**config.mk**
```make
export PLATFORM = sky130hd
export DESIGN_NAME = ssms_sequencer
export DESIGN_NICKNAME = d
export VERILOG_FILES = /design/src/logic/ssms_pkg.sv /design/src/logic/ssms_sequencer.sv
export SDC_FILE = /design/constraint.sdc
export NUM_CORES = 2
export LEC_CHECK = 0
export ABC_CLOCK_PERIOD_IN_PS = 10300
export BUFFER_PORTS_ARGS = -buffer_cell sky130_fd_sc_hd__buf_2
export CORE_MARGIN = 8
export CORE_UTILIZATION = 61
export CTS_BUF_LIST = sky130_fd_sc_hd__clkbuf_8
export DETAILED_ROUTE_END_ITERATION = 10
export PLACE_DENSITY = 0.81
export RECOVER_POWER = 100
export SYNTH_ARGS = -nofsm -noshare
export SYNTH_HDL_FRONTEND = slang
export SYNTH_SLANG_ARGS = --single-unit
```
**constraint.sdc**
```tcl
create_clock -name mclk -period 10.3 [get_ports mclk]
set_input_delay 0.515 -clock mclk [delete_from_list [all_inputs] [get_ports mclk]]
set_output_delay 0.515 -clock mclk [all_outputs]
set_load 0.05 [all_outputs]
```
**src/logic/ssms_pkg.sv**
```systemverilog
// What this block does
// - Detection off: skip measuring, assume standstill
// - Detection keeps all phase outputs floating
// - UW lagging UV is forward, leading reverse
// - Speed from time between comparator rising edges
// - No comparator toggle before timeout: stationary
// - Forward spin found: load state, closed loop
// - Reverse drive accelerates through zero, then forward
// - Too fast in reverse: coast, measure again
// - Brake turns on all three low sides
// - Brake only if time field nonzero; timed
// - After brake, start as from standstill
// - Brake disabled: skip to standstill start
// - Align drives V to W, timed, set current
// - Nonzero pulse current limit selects position detect
// - Pulse pairs VW WV UV VU WU UW, release on threshold
// - Shortest pulse time marks rotor position
// - Release mode 0 recirculates, 1 floats
// - Start drive at selected advance angle
// - Open loop: set current, rising rate, ignore rotor
// - Handoff threshold spans 0.8 to 204.8 Hz
// - Accelerate, closed loop above handoff rate
// - Reverse drive if enabled, else brake decision
// - Direction change stops drive, restarts sequence
package ssms_pkg;
  // Register offsets
  localparam logic [3:0] OFS_WORD_A = 4'h0;
  localparam logic [3:0] OFS_WORD_B = 4'h1;
  localparam logic [3:0] OFS_WORD_C = 4'h2;
  localparam logic [3:0] OFS_WORD_D = 4'h3;
  localparam logic [3:0] OFS_WORD_E = 4'h4;
  localparam logic [3:0] OFS_STATUS = 4'h5;
  // Reset values: every start feature off
  localparam logic [7:0] RST_WORD_A = 8'h00;
  localparam logic [7:0] RST_WORD_B = 8'h00;
  localparam logic [7:0] RST_WORD_C = 8'h00;
  localparam logic [7:0] RST_WORD_D = 8'h00;
  localparam logic [7:0] RST_WORD_E = 8'h00;
  // Field positions (low bit of each field)
  localparam int POS_OLC = 0;   // word A [1:0] open_loop_current_sel
  localparam int POS_RAMP = 2;  // word A [4:2] open_loop_ramp_rate
  localparam int POS_ALIGN = 5; // word A [7:5] align_duration_sel
  localparam int POS_ACC1 = 0;  // word B [2:0] first_order_accel
  localparam int POS_ACC2 = 3;  // word B [5:3] second_order_accel
  localparam int POS_ADV = 6;   // word B [7:6] post_detect_advance_angle
  localparam int POS_HOFF = 0;  // word C [4:0] handoff_threshold
  localparam int POS_BRK = 5;   // word C [7:5] brake_time_sel
  localparam int POS_SDEN = 0;  // word D [0] speed_detect_enable
  localparam int POS_RVEN = 1;  // word D [1] reverse_drive_enable
  localparam int POS_STO = 2;   // word D [3:2] stationary_timeout_sel
  localparam int POS_RVL = 4;   // word D [5:4] reverse_drive_speed_limit
  localparam int POS_PRATE = 6; // word D [7:6] position_pulse_rate
  localparam int POS_PLIM = 0;  // word E [3:0] position_pulse_current_limit
  localparam int POS_RELM = 4;  // word E [4] pulse_release_mode
  // Timing
  localparam int CLK_HZ = 25_000_000;
  localparam int TICK_US = 1000;
  localparam int TICK_CYC = CLK_HZ / 1_000_000 * TICK_US;
  localparam int ALIGN_BASE_MS = 40;
  localparam int BRAKE_STEP_MS = 100;
  localparam int ISD_TO_BASE_MS = 100;
  localparam int RVS_LIM_BASE_MS = 10;
  localparam int GAP_BASE_MS = 2;
  localparam int PULSE_CAP_MS = 8;
  localparam int MS_PER_S = 1000;
  // Rates in milli-deci-hertz; a commutation step per STEP_UNIT
  localparam int HOFF_BASE_DHZ = 8;
  localparam int MDHZ_PER_DHZ = 1000;
  localparam int STEP_UNIT = 10_000_000;
  localparam int RESYNC_NUM = 20_000_000;
  localparam int ACC1_BASE = 3;
  localparam int ACC2_BASE = 2;
  // Sequencer states
  typedef enum logic [3:0] {
    SSMS_PWR = 4'h0,
    SSMS_ISD = 4'h1,
    SSMS_BRAKE = 4'h2,
    SSMS_ALIGN = 4'h3,
    SSMS_PULSE = 4'h4,
    SSMS_REL = 4'h5,
    SSMS_RVS = 4'h6,
    SSMS_ACCEL = 4'h7,
    SSMS_CLOSED = 4'h8
  } ssms_state_e;
endpackage : ssms_pkg

```
**src/logic/ssms_sequencer.sv**
```systemverilog
// Local design decisions: the strobed register port and the address map.
`timescale 1ns/1ps
module ssms_sequencer #(
  parameter int TICK_CYC = ssms_pkg::TICK_CYC
) (
  input wire logic mclk,
  input wire logic rst_n,
  input wire logic [3:0] reg_addr,
  input wire logic [7:0] reg_wdata,
  input wire logic reg_wr,
  input wire logic reg_rd,
  output logic [7:0] reg_rdata,
  input wire logic dir_in,
  input wire logic cmp_uv,
  input wire logic cmp_uw,
  input wire logic cur_over,
  output logic [2:0] gate_hi,
  output logic [2:0] gate_lo,
  output logic [1:0] drive_amp,
  output logic [2:0] comm_step,
  output logic closed_loop,
  output logic [15:0] resync_period
);
  import ssms_pkg::*;

  // The tick counter is 16 bits wide and needs at least two states
  if (TICK_CYC < 2 || TICK_CYC > 65535)
  begin : g_bad_tick
    $error("TICK_CYC out of range");
  end

  ////////////////////////////////////////////////////////////////////////
  // Reset release
  logic [1:0] rst_sync_q; // Reset release shift
  logic rst_i_n;          // Internal reset

  // Assert asynchronously, release after two edges
  always_ff @(posedge mclk or negedge rst_n)
  begin
    if (!rst_n)
      rst_sync_q <= 2'h0;
    else
      rst_sync_q <= {rst_sync_q[0], 1'b1};
  end
  assign rst_i_n = rst_sync_q[1];

  ////////////////////////////////////////////////////////////////////////
  // Pin synchronisers: 0 uv, 1 uw, 2 current, 3 direction
  logic [3:0] pin_raw;
  logic [3:0] s1_q, s2_q, s3_q;
  logic [3:0] filt_q;      // Accepted levels
  logic [3:0] filt_prev_q; // For edge detection

  assign pin_raw = {dir_in, cur_over, cmp_uw, cmp_uv};

  genvar gi;
  generate
    for (gi = 0; gi < 4; gi++)
    begin : g_sync
      // Level accepted only once stages two and three agree
      always_ff @(posedge mclk or negedge rst_i_n)
      begin
        if (!rst_i_n)
        begin
          s1_q[gi] <= 1'b0;
          s2_q[gi] <= 1'b0;
          s3_q[gi] <= 1'b0;
          filt_q[gi] <= 1'b0;
          filt_prev_q[gi] <= 1'b0;
        end
        else
        begin
          s1_q[gi] <= pin_raw[gi];
          s2_q[gi] <= s1_q[gi];
          s3_q[gi] <= s2_q[gi];
          if (s2_q[gi] == s3_q[gi])
            filt_q[gi] <= s3_q[gi];
          filt_prev_q[gi] <= filt_q[gi];
        end
      end
    end
  endgenerate

  logic uv_rise, uw_rise, any_tog, dir_chg, cur_hit;
  assign uv_rise = filt_q[0] & ~filt_prev_q[0];
  assign uw_rise = filt_q[1] & ~filt_prev_q[1];
  assign any_tog = |(filt_q[1:0] ^ filt_prev_q[1:0]);
  assign dir_chg = filt_q[3] ^ filt_prev_q[3];
  assign cur_hit = filt_q[2];

  ////////////////////////////////////////////////////////////////////////
  // Millisecond tick; all long waits count these
  logic [15:0] tick_cnt_q;
  logic tick;
  assign tick = (tick_cnt_q == 16'(TICK_CYC - 1));

  always_ff @(posedge mclk or negedge rst_i_n)
  begin
    if (!rst_i_n)
      tick_cnt_q <= 16'h0000;
    else if (tick)
      tick_cnt_q <= 16'h0000;
    else
      tick_cnt_q <= tick_cnt_q + 16'h0001;
  end

  ////////////////////////////////////////////////////////////////////////
  // Register file
  logic [7:0] word_a_q, word_b_q, word_c_q, word_d_q, word_e_q;
  ssms_state_e state_q, state_d;
  logic [2:0] best_q;   // Position found by pulses
  logic rev_seen_q;     // Last measurement started reverse drive

  // Writes land at once; the sequencer only sees snapshots
  always_ff @(posedge mclk or negedge rst_i_n)
  begin
    if (!rst_i_n)
    begin
      word_a_q <= RST_WORD_A;
      word_b_q <= RST_WORD_B;
      word_c_q <= RST_WORD_C;
      word_d_q <= RST_WORD_D;
      word_e_q <= RST_WORD_E;
    end
    else if (reg_wr)
    begin
      case (reg_addr)
        OFS_WORD_A: word_a_q <= reg_wdata;
        OFS_WORD_B: word_b_q <= reg_wdata;
        OFS_WORD_C: word_c_q <= reg_wdata;
        OFS_WORD_D: word_d_q <= reg_wdata;
        OFS_WORD_E: word_e_q <= reg_wdata;
        default: ; // Unmapped writes ignored
      endcase
    end
  end

  // Read data valid in the cycle after the strobe only
  always_ff @(posedge mclk or negedge rst_i_n)
  begin
    if (!rst_i_n)
      reg_rdata <= 8'h00;
    else if (!reg_rd)
      reg_rdata <= 8'h00;
    else
    begin
      case (reg_addr)
        OFS_WORD_A: reg_rdata <= word_a_q;
        OFS_WORD_B: reg_rdata <= word_b_q;
        OFS_WORD_C: reg_rdata <= word_c_q;
        OFS_WORD_D: reg_rdata <= word_d_q;
        OFS_WORD_E: reg_rdata <= word_e_q;
        OFS_STATUS: reg_rdata <= {rev_seen_q, best_q, state_q};
        default: reg_rdata <= 8'h00; // Unmapped reads zero
      endcase
    end
  end

  ////////////////////////////////////////////////////////////////////////
  // Configuration snapshot, taken on entry to the power-on state so the
  // first decision made there already sees the fresh words
  logic [7:0] cfg_a_q, cfg_b_q, cfg_c_q, cfg_d_q, cfg_e_q;

  always_ff @(posedge mclk or negedge rst_i_n)
  begin
    if (!rst_i_n)
    begin
      cfg_a_q <= RST_WORD_A;
      cfg_b_q <= RST_WORD_B;
      cfg_c_q <= RST_WORD_C;
      cfg_d_q <= RST_WORD_D;
      cfg_e_q <= RST_WORD_E;
    end
    else if (state_d == SSMS_PWR)
    begin
      cfg_a_q <= word_a_q;
      cfg_b_q <= word_b_q;
      cfg_c_q <= word_c_q;
      cfg_d_q <= word_d_q;
      cfg_e_q <= word_e_q;
    end
  end

  // Decoded limits: times in milliseconds, handoff and acceleration in milli-deci-hertz
  logic [15:0] align_ms, brake_ms, isd_to_ms, rvs_lim_ms, gap_ms;
  logic [24:0] hoff_m, acc1_v, acc2_v;
  logic [2:0] brk_sel;
  logic [3:0] plim;
  assign brk_sel = cfg_c_q[POS_BRK +: 3];
  assign plim = cfg_e_q[POS_PLIM +: 4];
  assign align_ms = 16'(ALIGN_BASE_MS) << cfg_a_q[POS_ALIGN +: 3];
  assign brake_ms = 16'(BRAKE_STEP_MS * brk_sel);
  assign isd_to_ms = 16'(ISD_TO_BASE_MS) << cfg_d_q[POS_STO +: 2];
  assign rvs_lim_ms = 16'(RVS_LIM_BASE_MS) << cfg_d_q[POS_RVL +: 2];
  assign gap_ms = 16'(GAP_BASE_MS) << cfg_d_q[POS_PRATE +: 2];
  // 0.8 Hz at code 0 doubling every four codes to 204.8 Hz at 31
  assign hoff_m = 25'(HOFF_BASE_DHZ * MDHZ_PER_DHZ)
    << ((6'(cfg_c_q[POS_HOFF +: 5]) + 6'h01) >> 2);
  assign acc1_v = 25'(ACC1_BASE) << cfg_b_q[POS_ACC1 +: 3];
  assign acc2_v = 25'(ACC2_BASE) << cfg_b_q[POS_ACC2 +: 3];

  ////////////////////////////////////////////////////////////////////////
  // Initial speed measurement, counting only in the detect state
  logic [15:0] since_tog_q, since_rise_q, period_q;
  logic [1:0] rises_q;
  logic fwd_q, meas_evt_q;
  logic [2:0] spin_pos_q;

  // A measurement fires on each rising edge once two have been seen
  always_ff @(posedge mclk or negedge rst_i_n)
  begin
    if (!rst_i_n)
    begin
      since_tog_q <= 16'h0000;
      since_rise_q <= 16'h0000;
      period_q <= 16'h0000;
      rises_q <= 2'h0;
      fwd_q <= 1'b0;
      meas_evt_q <= 1'b0;
      spin_pos_q <= 3'h0;
    end
    else if (state_q != SSMS_ISD)
    begin
      since_tog_q <= 16'h0000;
      since_rise_q <= 16'h0000;
      rises_q <= 2'h0;
      meas_evt_q <= 1'b0;
    end
    else
    begin
      meas_evt_q <= 1'b0;
      if (any_tog)
        since_tog_q <= 16'h0000;
      else if (tick && since_tog_q != 16'hFFFF)
        since_tog_q <= since_tog_q + 16'h0001;
      if (uv_rise || uw_rise)
      begin
        period_q <= since_rise_q;
        since_rise_q <= 16'h0000;
        if (rises_q != 2'h2)
          rises_q <= rises_q + 2'h1;
        else
          meas_evt_q <= 1'b1;
      end
      else if (tick && since_rise_q != 16'hFFFF)
        since_rise_q <= since_rise_q + 16'h0001;
      if (uv_rise)
      begin
        // UW still low at UV rise means UW lags
        fwd_q <= ~filt_q[1];
        spin_pos_q <= filt_q[1] ? 3'h3 : 3'h0;
      end
    end
  end
  assign resync_period = period_q;

  ////////////////////////////////////////////////////////////////////////
  // Next state
  logic [15:0] timer_q;      // Milliseconds in the current state
  logic [15:0] pulse_cyc_q;  // Clock cycles of the running pulse
  logic [2:0] pidx_q;        // Pulse pair index
  logic [24:0] freq_q, acc_q, phase_q;
  ssms_state_e brk_dec, init_dec;

  assign init_dec = (plim != 4'h0) ? SSMS_PULSE : SSMS_ALIGN;
  assign brk_dec = (brk_sel != 3'h0) ? SSMS_BRAKE : init_dec;

  always_comb
  begin
    state_d = state_q;
    case (state_q)
      SSMS_PWR:
        // Hold until the current comparator lets go of the last drive, or
        // the first position pulse would end on a stale threshold hit
        if (!cur_hit)
          state_d = cfg_d_q[POS_SDEN] ? SSMS_ISD : brk_dec;
      SSMS_ISD:
        if (since_tog_q >= isd_to_ms)
          state_d = brk_dec;
        else if (meas_evt_q)
        begin
          if (fwd_q)
            state_d = SSMS_CLOSED;
          else if (period_q < rvs_lim_ms)
            state_d = SSMS_ISD;
          else if (cfg_d_q[POS_RVEN])
            state_d = SSMS_RVS;
          else
            state_d = brk_dec;
        end
      SSMS_BRAKE:
        if (timer_q >= brake_ms)
          state_d = init_dec;
      SSMS_ALIGN:
        if (timer_q >= align_ms)
          state_d = SSMS_ACCEL;
      SSMS_PULSE:
        if (cur_hit || timer_q >= 16'(PULSE_CAP_MS))
          state_d = SSMS_REL;
      SSMS_REL:
        if (timer_q >= gap_ms)
          state_d = (pidx_q == 3'h5) ? SSMS_ACCEL : SSMS_PULSE;
      SSMS_RVS:
        if (freq_q <= acc_q)
          state_d = SSMS_ACCEL;
      SSMS_ACCEL:
        if (freq_q > hoff_m)
          state_d = SSMS_CLOSED;
      SSMS_CLOSED:
        state_d = SSMS_CLOSED;
      default:
        state_d = SSMS_PWR;
    endcase
    if (dir_chg)
      state_d = SSMS_PWR;
  end

  // Pair tables as {high phase, low phase}; phases U=0 V=1 W=2
  function automatic logic [3:0] pulse_pair(input logic [2:0] i);
    case (i)
      3'h0: pulse_pair = 4'h6; // VW
      3'h1: pulse_pair = 4'h9; // WV
      3'h2: pulse_pair = 4'h1; // UV
      3'h3: pulse_pair = 4'h4; // VU
      3'h4: pulse_pair = 4'h8; // WU
      default: pulse_pair = 4'h2; // UW
    endcase
  endfunction : pulse_pair

  // Six-step order UV UW VW VU WU WV
  function automatic logic [3:0] step_pair(input logic [2:0] c);
    case (c)
      3'h0: step_pair = 4'h1;
      3'h1: step_pair = 4'h2;
      3'h2: step_pair = 4'h6;
      3'h3: step_pair = 4'h4;
      3'h4: step_pair = 4'h8;
      default: step_pair = 4'h9;
    endcase
  endfunction : step_pair

  // Pulse pair index to the matching six-step position
  function automatic logic [2:0] pulse_to_step(input logic [2:0] i);
    case (i)
      3'h0: pulse_to_step = 3'h2;
      3'h1: pulse_to_step = 3'h5;
      3'h2: pulse_to_step = 3'h0;
      3'h3: pulse_to_step = 3'h3;
      3'h4: pulse_to_step = 3'h4;
      default: pulse_to_step = 3'h1;
    endcase
  endfunction : pulse_to_step

  function automatic logic [2:0] step_add(input logic [2:0] a, input logic [2:0] b);
    logic [3:0] s;
    s = 4'(a) + 4'(b);
    step_add = (s >= 4'h6) ? 3'(s - 4'h6) : s[2:0];
  endfunction : step_add

  ////////////////////////////////////////////////////////////////////////
  // Sequencer datapath
  logic [15:0] best_cyc_q;
  logic [9:0] sec_q;
  logic [24:0] rvs_init;
  logic [31:0] rvs_div;
  assign rvs_div = 32'(RESYNC_NUM) / {16'h0000, period_q | 16'h0001};
  assign rvs_init = (rvs_div[31:25] != 7'h00) ? 25'h1FFFFFF : rvs_div[24:0];

  always_ff @(posedge mclk or negedge rst_i_n)
  begin
    if (!rst_i_n)
    begin
      state_q <= SSMS_PWR;
      timer_q <= 16'h0000;
      pulse_cyc_q <= 16'h0000;
      pidx_q <= 3'h0;
      best_q <= 3'h0;
      best_cyc_q <= 16'hFFFF;
      comm_step <= 3'h0;
      freq_q <= 25'h0;
      acc_q <= 25'h0;
      phase_q <= 25'h0;
      sec_q <= 10'h000;
      rev_seen_q <= 1'b0;
    end
    else
    begin
      state_q <= state_d;
      if (state_d != state_q)
        timer_q <= 16'h0000;
      else if (tick && timer_q != 16'hFFFF)
        timer_q <= timer_q + 16'h0001;
      case (state_q)
        SSMS_PWR:
        begin
          pidx_q <= 3'h0;
          pulse_cyc_q <= 16'h0000; // A cut pulse must not bias the next run
          rev_seen_q <= 1'b0;
          best_cyc_q <= 16'hFFFF;
          freq_q <= 25'h0;
          acc_q <= acc1_v;
          phase_q <= 25'h0;
          sec_q <= 10'h000;
        end
        SSMS_ISD:
          if (state_d == SSMS_CLOSED)
            comm_step <= spin_pos_q;
          else if (state_d == SSMS_RVS)
          begin
            rev_seen_q <= 1'b1;
            comm_step <= spin_pos_q;
            freq_q <= rvs_init;
          end
        SSMS_ALIGN:
          // Leave align one step ahead, so the first open-loop vector pulls
          if (state_d == SSMS_ACCEL)
            comm_step <= step_add(3'h2, 3'h1);
          else
            comm_step <= 3'h2;
        SSMS_PULSE:
          if (state_d == SSMS_REL)
          begin
            pulse_cyc_q <= 16'h0000;
            if (pulse_cyc_q < best_cyc_q)
            begin
              best_cyc_q <= pulse_cyc_q;
              best_q <= pidx_q;
            end
          end
          else if (pulse_cyc_q != 16'hFFFF)
            pulse_cyc_q <= pulse_cyc_q + 16'h0001;
        SSMS_REL:
          if (state_d == SSMS_PULSE)
            pidx_q <= pidx_q + 3'h1;
          else if (state_d == SSMS_ACCEL)
            comm_step <= step_add(pulse_to_step(best_q),
              {1'b0, cfg_b_q[POS_ADV +: 2]});
        SSMS_RVS:
          // Field follows the reverse spin while slowing it
          if (state_d == SSMS_ACCEL)
            freq_q <= 25'h0;
          else if (tick)
          begin
            freq_q <= freq_q - acc_q;
            if (phase_q + freq_q >= 25'(STEP_UNIT))
            begin
              phase_q <= phase_q + freq_q - 25'(STEP_UNIT);
              comm_step <= step_add(comm_step, 3'h5);
            end
            else
              phase_q <= phase_q + freq_q;
          end
        SSMS_ACCEL:
          // Rate rises blindly; rotor position is not consulted
          if (tick && state_d == SSMS_ACCEL)
          begin
            freq_q <= freq_q + acc_q;
            sec_q <= (sec_q == 10'(MS_PER_S - 1)) ? 10'h000 : sec_q + 10'h001;
            if (sec_q == 10'(MS_PER_S - 1))
              acc_q <= acc_q + acc2_v;
            if (phase_q + freq_q >= 25'(STEP_UNIT))
            begin
              phase_q <= phase_q + freq_q - 25'(STEP_UNIT);
              comm_step <= step_add(comm_step, 3'h1);
            end
            else
              phase_q <= phase_q + freq_q;
          end
        default: ;
      endcase
    end
  end

  ////////////////////////////////////////////////////////////////////////
  // Gate drive, registered so the power stage sees clean levels
  logic [3:0] pair_c;
  logic [2:0] hi_d, lo_d;
  logic [1:0] amp_d;

  always_comb
  begin
    pair_c = step_pair(comm_step);
    hi_d = 3'h0;
    lo_d = 3'h0;
    amp_d = 2'h0;
    case (state_q)
      SSMS_BRAKE:
        lo_d = 3'h7;
      SSMS_ALIGN:
      begin
        hi_d = 3'h2;
        lo_d = 3'h4;
        amp_d = cfg_a_q[POS_OLC +: 2];
      end
      SSMS_PULSE:
      begin
        pair_c = pulse_pair(pidx_q);
        hi_d = 3'h1 << pair_c[3:2];
        lo_d = 3'h1 << pair_c[1:0];
        amp_d = 2'h3;
      end
      SSMS_REL:
      begin
        // Mode 0 keeps the low side on so current recirculates
        pair_c = pulse_pair(pidx_q);
        lo_d = cfg_e_q[POS_RELM] ? 3'h0 : (3'h1 << pair_c[1:0]);
      end
      SSMS_RVS, SSMS_ACCEL, SSMS_CLOSED:
      begin
        hi_d = 3'h1 << pair_c[3:2];
        lo_d = 3'h1 << pair_c[1:0];
        amp_d = cfg_a_q[POS_OLC +: 2];
      end
      default: ; // Power-on and detection float all phases
    endcase
  end

  always_ff @(posedge mclk or negedge rst_i_n)
  begin
    if (!rst_i_n)
    begin
      gate_hi <= 3'h0;
      gate_lo <= 3'h0;
      drive_amp <= 2'h0;
      closed_loop <= 1'b0;
    end
    else
    begin
      gate_hi <= dir_chg ? 3'h0 : hi_d;
      gate_lo <= dir_chg ? 3'h0 : lo_d;
      drive_amp <= amp_d;
      closed_loop <= (state_q == SSMS_CLOSED);
    end
  end
endmodule : ssms_sequencer

```
==> run_results.csv, run 1 <==
group,metric,value,unit
place,placed_area,54000,µm²
synthesis,synth_enable_flop_cells,0,
clock_network,cts_inserted_buffers,56,
floorplanning,start_util,0.614,
synthesis,ys_types,138,
clock_network,clk_path_buf_depth,3,
synthesis,synth_top_area_share,0.186,
timing,worstEpCategory,"sequential cell input",
global_routing,gr-total-overflow,1433,
place,io_buffers,55,
global_routing,grt_max_degree,190,
synthesis,yosysMostFrequentCell,"nor2_1",
synthesis,ys_ff_latch,328,
synthesis,async_flop_share,1.00,
floorplanning,ios,56,
floorplanning,die_x,278,µm
synthesis,yosys_warnings,0,
synthesis,synth.avg_cell_area,7.85,µm²
synthesis,synthTopCellsByCount,"nor2_1 (634), ha_1 (527), a21oi_1 (503), nand2_1 (396), o21ai_0 (326)",
clock_network,cts_sinks,328,
place,place_ws,-49.08,ns
place,dp_hpwl,111,mm
synthesis,synth_cells,5350,
synthesis,yosys.area.top_type,"dfrtp_1",
timing,crit_endpoint,"freq_q[0]$_DFFE_PN0P_/D",
synthesis,syn_area,42000,µm²
synthesis,ys_top_cells_by_area,"dfrtp_1 (19%), ha_1 (16%), a21oi_1 (6.0%)",
synthesis,ys_seq_area_frac,0.196,
global_routing,grt_usage,0.870,
clock_network,cts.htree.levels,2,
outcome,stop_error,"[ERROR GRT-0232] Routing congestion too high. Check the congestion heatmap in the GUI.",
floorplanning,rows,96,
synthesis,yosys_most_used_dff,"dfrtp_1",
place,gp_routability_congestion,0.993,
outcome,lastStage,"global routing (5_1_grt)",
clock_network,cts-root-buf,"clkbuf_8",
outcome,outcome,"did not finish",
floorplanning,die_y,278,µm
[per-stage QoR]
| stage | setup TNS (ns) | instances | hold WS (ns) |
|---|---|---|---|
| floorplan | -466.07 | 5356 | 0.219 |
| detailed placement | -446.03 | 7514 | 0.302 |
| global placement | -421.00 | 7514 | 0.301 |
| CTS | -416.64 | 7920 | 0.0555 |
[metal layers]
layer  GRT overflow  GRT usage
met4            329      0.895
met1            130      0.838
met5             11      0.629
met3            105      0.814
met2            858      0.965
[logic make-up after synthesis]
kind of cell | share of synthesized area
buffers and inverters | 0.0443
AND/OR/NAND/NOR | 0.205
adder cells (fa/ha/maj) | 0.168
other | 0.000179
flip-flops | 0.196
AO/OA/AOI/OAI | 0.261
XOR/XNOR | 0.0788
multiplexers | 0.0460
[what timing repair did]
item                                    in CTS
gates cloned                                 3
hold buffers                                 5
hold endpoints to repair                     6
buffers inserted                           297
pin swaps                                  218
endpoints found under the setup margin      19
resized for setup                          285
==> inputs of run 2 (changes only) <==
ABC_CLOCK_PERIOD_IN_PS = 13400   (was 10300)
CORE_UTILIZATION = 40   (was 61)
CTS_BUF_LIST = not set   (was sky130_fd_sc_hd__clkbuf_8)
PLACE_DENSITY = not set   (was 0.81)
PLACE_DENSITY_LB_ADDON = 0.15   (was not set)
clock period = 13.4 ns   (was 10.3 ns; I/O delays follow)
==> run 2 against run 1 <==
Net effect: the flow now finishes, with violations (capacitance limit, slew limit, setup timing); synthesized area stayed put; synthesized cell count stayed put.
==> run_results.csv, run 2 <==
group,metric,value,unit
outcome,outcome,"finished, violations left",
outcome,violations,"capacitance limit, slew limit, setup timing",
setup_path,critical_path_class,"reg2reg",
timing,final-hold-violation-count,0,
setup_path,slowest_delay,0.56,ns
drt,dr.pass1.iters,6,
clock_network,cts_tree,"built",
synthesis,synth_xor_area_frac,0.0788,
clock_network,clk_pin_slew_worst_paths,0.08,ns
timing,finalCritPeriodShare,4.27,
setup_path,rrSetupSlack,-43.86,ns
timing,slew_headroom,-1.66,
worst_hold_path,min_path_type,"in2reg",
synthesis,ys_ff_latch,328,
global_routing,grt_pass1_vias,45400,
synthesis,synth_cells,5350,
floorplanning,core,105000,µm²
floorplanning,die_y,340,µm
synthesis,async_flop_share,1.00,
clock_network,insertion_delay,0.59,ns
synthesis,yosysMostFrequentCell,"nor2_1",
final_layout,layout_commonest_cell,"buf_4",
clock_network,cts_inserted_buffers,39,
synthesis,synth_top_family_by_area,"compound AO/OA/AOI/OAI gates",
setup_path,crit_path_end_kind,"flop",
setup_path,r2r_start,"resync_period[15]",
worst_hold_path,hold_start,"cmp_uv",
timing,clock_skew,0.0312,ns
synthesis,synth_top_area_share,0.186,
synthesis,yosys_warnings,0,
drt,antenna_left,0,
synthesis,ys_types,138,
final_layout,layout_common_cells,"buf_4 (1740), nor2_1 (590), ha_1 (459)",
final_layout,reg_top3,"acc_q (25), freq_q (25), phase_q (25)",
setup_path,regToRegEndpoint,"freq_q[0]",
final_layout,fin_nets,7677,
setup_path,crit_path_top_delay_cell,"or4_4",
drt,route.vias.total,46200,
floorplanning,die_x,340,µm
synthesis,syn_area,42000,µm²
drt,drt-total-wl,149,mm
clock_network,cts-root-buf,"clkbuf_16",
synthesis,synth_enable_flop_cells,0,
setup_path,crit_top_cell,"buf_4",
clock_network,clk_path_buf_depth,3,
job,maxCapViolCount,7,
timing,worst_slack,-43.86,ns
synthesis,ys_seq_area_frac,0.196,
clock_network,cts.htree.levels,2,
synthesis,yosys.area.top_type,"dfrtp_1",
place,gp_routability_congestion,0.934,
place,placed_area,55300,µm²
global_routing,grt_first_pass_wirelength,237,mm
final_layout,drive_above_1_share,0.359,
global_routing,gr-total-overflow,0,
final_layout,stdcell_area,61200,µm²
floorplanning,ios,56,
synthesis,synthTopCellsByCount,"nor2_1 (634), ha_1 (527), a21oi_1 (503), nand2_1 (396), o21ai_0 (326)",
setup_path,arrival,57.72,ns
drt,drt_iter0_drc,2626,
drt,routedWlPerCell,17.5,µm
timing,rsz0062_at_grt,"yes",
setup_path,startpoint_type,"flop",
floorplanning,die-area,116000,µm²
floorplanning,start_util,0.401,
synthesis,yosys.area_share.simple,0.205,
timing,setup_viol,17,
timing,clock.fmax,17.5,MHz
place,dp_cells,8110,
global_routing,grt_usage,0.245,
setup_path,worstPathRequired,13.86,ns
synthesis,synth.avg_cell_area,7.85,µm²
place,io_buffers,55,
final_layout,area.growth.synth_to_final,45.7,%
timing,period_needed,57.26,ns
timing,drv_slew,423,
synthesis,ys_top_cells_by_area,"dfrtp_1 (19%), ha_1 (16%), a21oi_1 (6.0%)",
synthesis,synth.area.mux_share,0.0460,
synthesis,yosys_most_used_dff,"dfrtp_1",
setup_path,worstSetupStartpoint,"resync_period[15]",
setup_path,path_max_fanout,10,
place,dp_hpwl,112,mm
timing,worstMarginPinSlew,3.99,ns
global_routing,grt_max_degree,75,
drt,viasPerCell,5.42,
final_layout,layout.cells.non_filler,8530,
clock_network,cts_sinks,328,
drt,drt_drc_violations_left,0,
setup_path,ff2ff_path_depth,371,
floorplanning,rows,119,
synthesis,synthAdderAreaFrac,0.168,
synthesis,synth-compound-area-share,0.261,
global_routing,antenna_found_initial,3,
setup_path,crit_end,"freq_q[0]",
final_layout,fill_cells,9502,
==> run 2: worst max-delay path: cells and delay by family (launching register included) <==
kind | cells | cell delay [ns]
muxes | 4 | 1.15
and+or+nand+nor | 69 | 12.20
AOI/OAI and AO/OA | 180 | 26.18
DFF | 1 | 0.37
buffers and inverters | 99 | 12.18
adders and majority gates | 19 | 4.90
==> run 2: worst min path at each step <==
stage                    end  depth (start not counted)
3_5_place_dp         s2_q[0]                          0
2_1_floorplan  rst_sync_q[1]                          0
3_3_place_gp         s2_q[0]                          0
5_1_grt              s1_q[2]                          1
4_1_cts              s1_q[2]                          1
6_report             s1_q[0]                          1
==> run 2: kinds of logic (layout without fill, tap and decap cells) <==
family                   count (synthesis)  count (layout)
AO/OA/AOI/OAI                         1664            1664
XOR/XNOR                               376             376
adder cells (fa/ha/maj)                552             552
buffers and inverters                  479            2259
flip-flops                             328             328
multiplexers                           174             174
other                                    2              10
AND/OR/NAND/NOR                       1775            1776
==> run 2: stage by stage <==
step / setup slack (ns) / hold slack, ns / setup TNS [ns] / utilization
final: -43.86 / 0.189 / -370.86 / 0.584
after global routing: -46.86 / 0.170 / -397.01 / 0.584
after CTS: -42.79 / 0.159 / -357.17 / 0.570
after detailed placement: -45.75 / 0.337 / -391.70 / 0.528
after global placement: -44.32 / 0.334 / -376.36 / 0.528
after floorplan: -48.21 / 0.331 / -409.41 / -
==> run 2: repair_timing <==
| item | in CTS | in global routing |
|---|---|---|
| resized for setup | 240 | 192 |
| setup endpoints to repair | 17 | 17 |
| hold buffers | 1 | 0 |
| gates cloned | 5 | 0 |
| buffers inserted | 268 | 79 |
| pin swaps | 113 | 121 |
| hold endpoints to repair | 2 | 0 |
==> run 2: final cells by class <==
class | instances | area (µm²) | share of cell area
antenna | 2 | 5.00 | 0.0000818
clock buffer | 50 | 1070 | 0.0174
clock inverter | 19 | 190 | 0.00311
inverter | 331 | 1310 | 0.0214
multi-input combinational | 4550 | 34700 | 0.567
sequential | 328 | 8230 | 0.135
tap | 1391 | 1740 | 0.0284
timing repair buffer | 1856 | 13900 | 0.228
timing repair inverter | 3 | 22.5 | 0.000368
==> run 2: layer usage <==
metal  up-vias  GRT usage  wire (µm)
met2       950      0.414      68400
met5         -          0         13
met3       295     0.0280       6390
met1     22000      0.328      69200
met4         2     0.0735       5190
li1      23000          -          -
Power of run 2 is left out: the tool's default activity adds up to more than one toggle a clock period on the data nets, which glitch-free logic cannot reach.
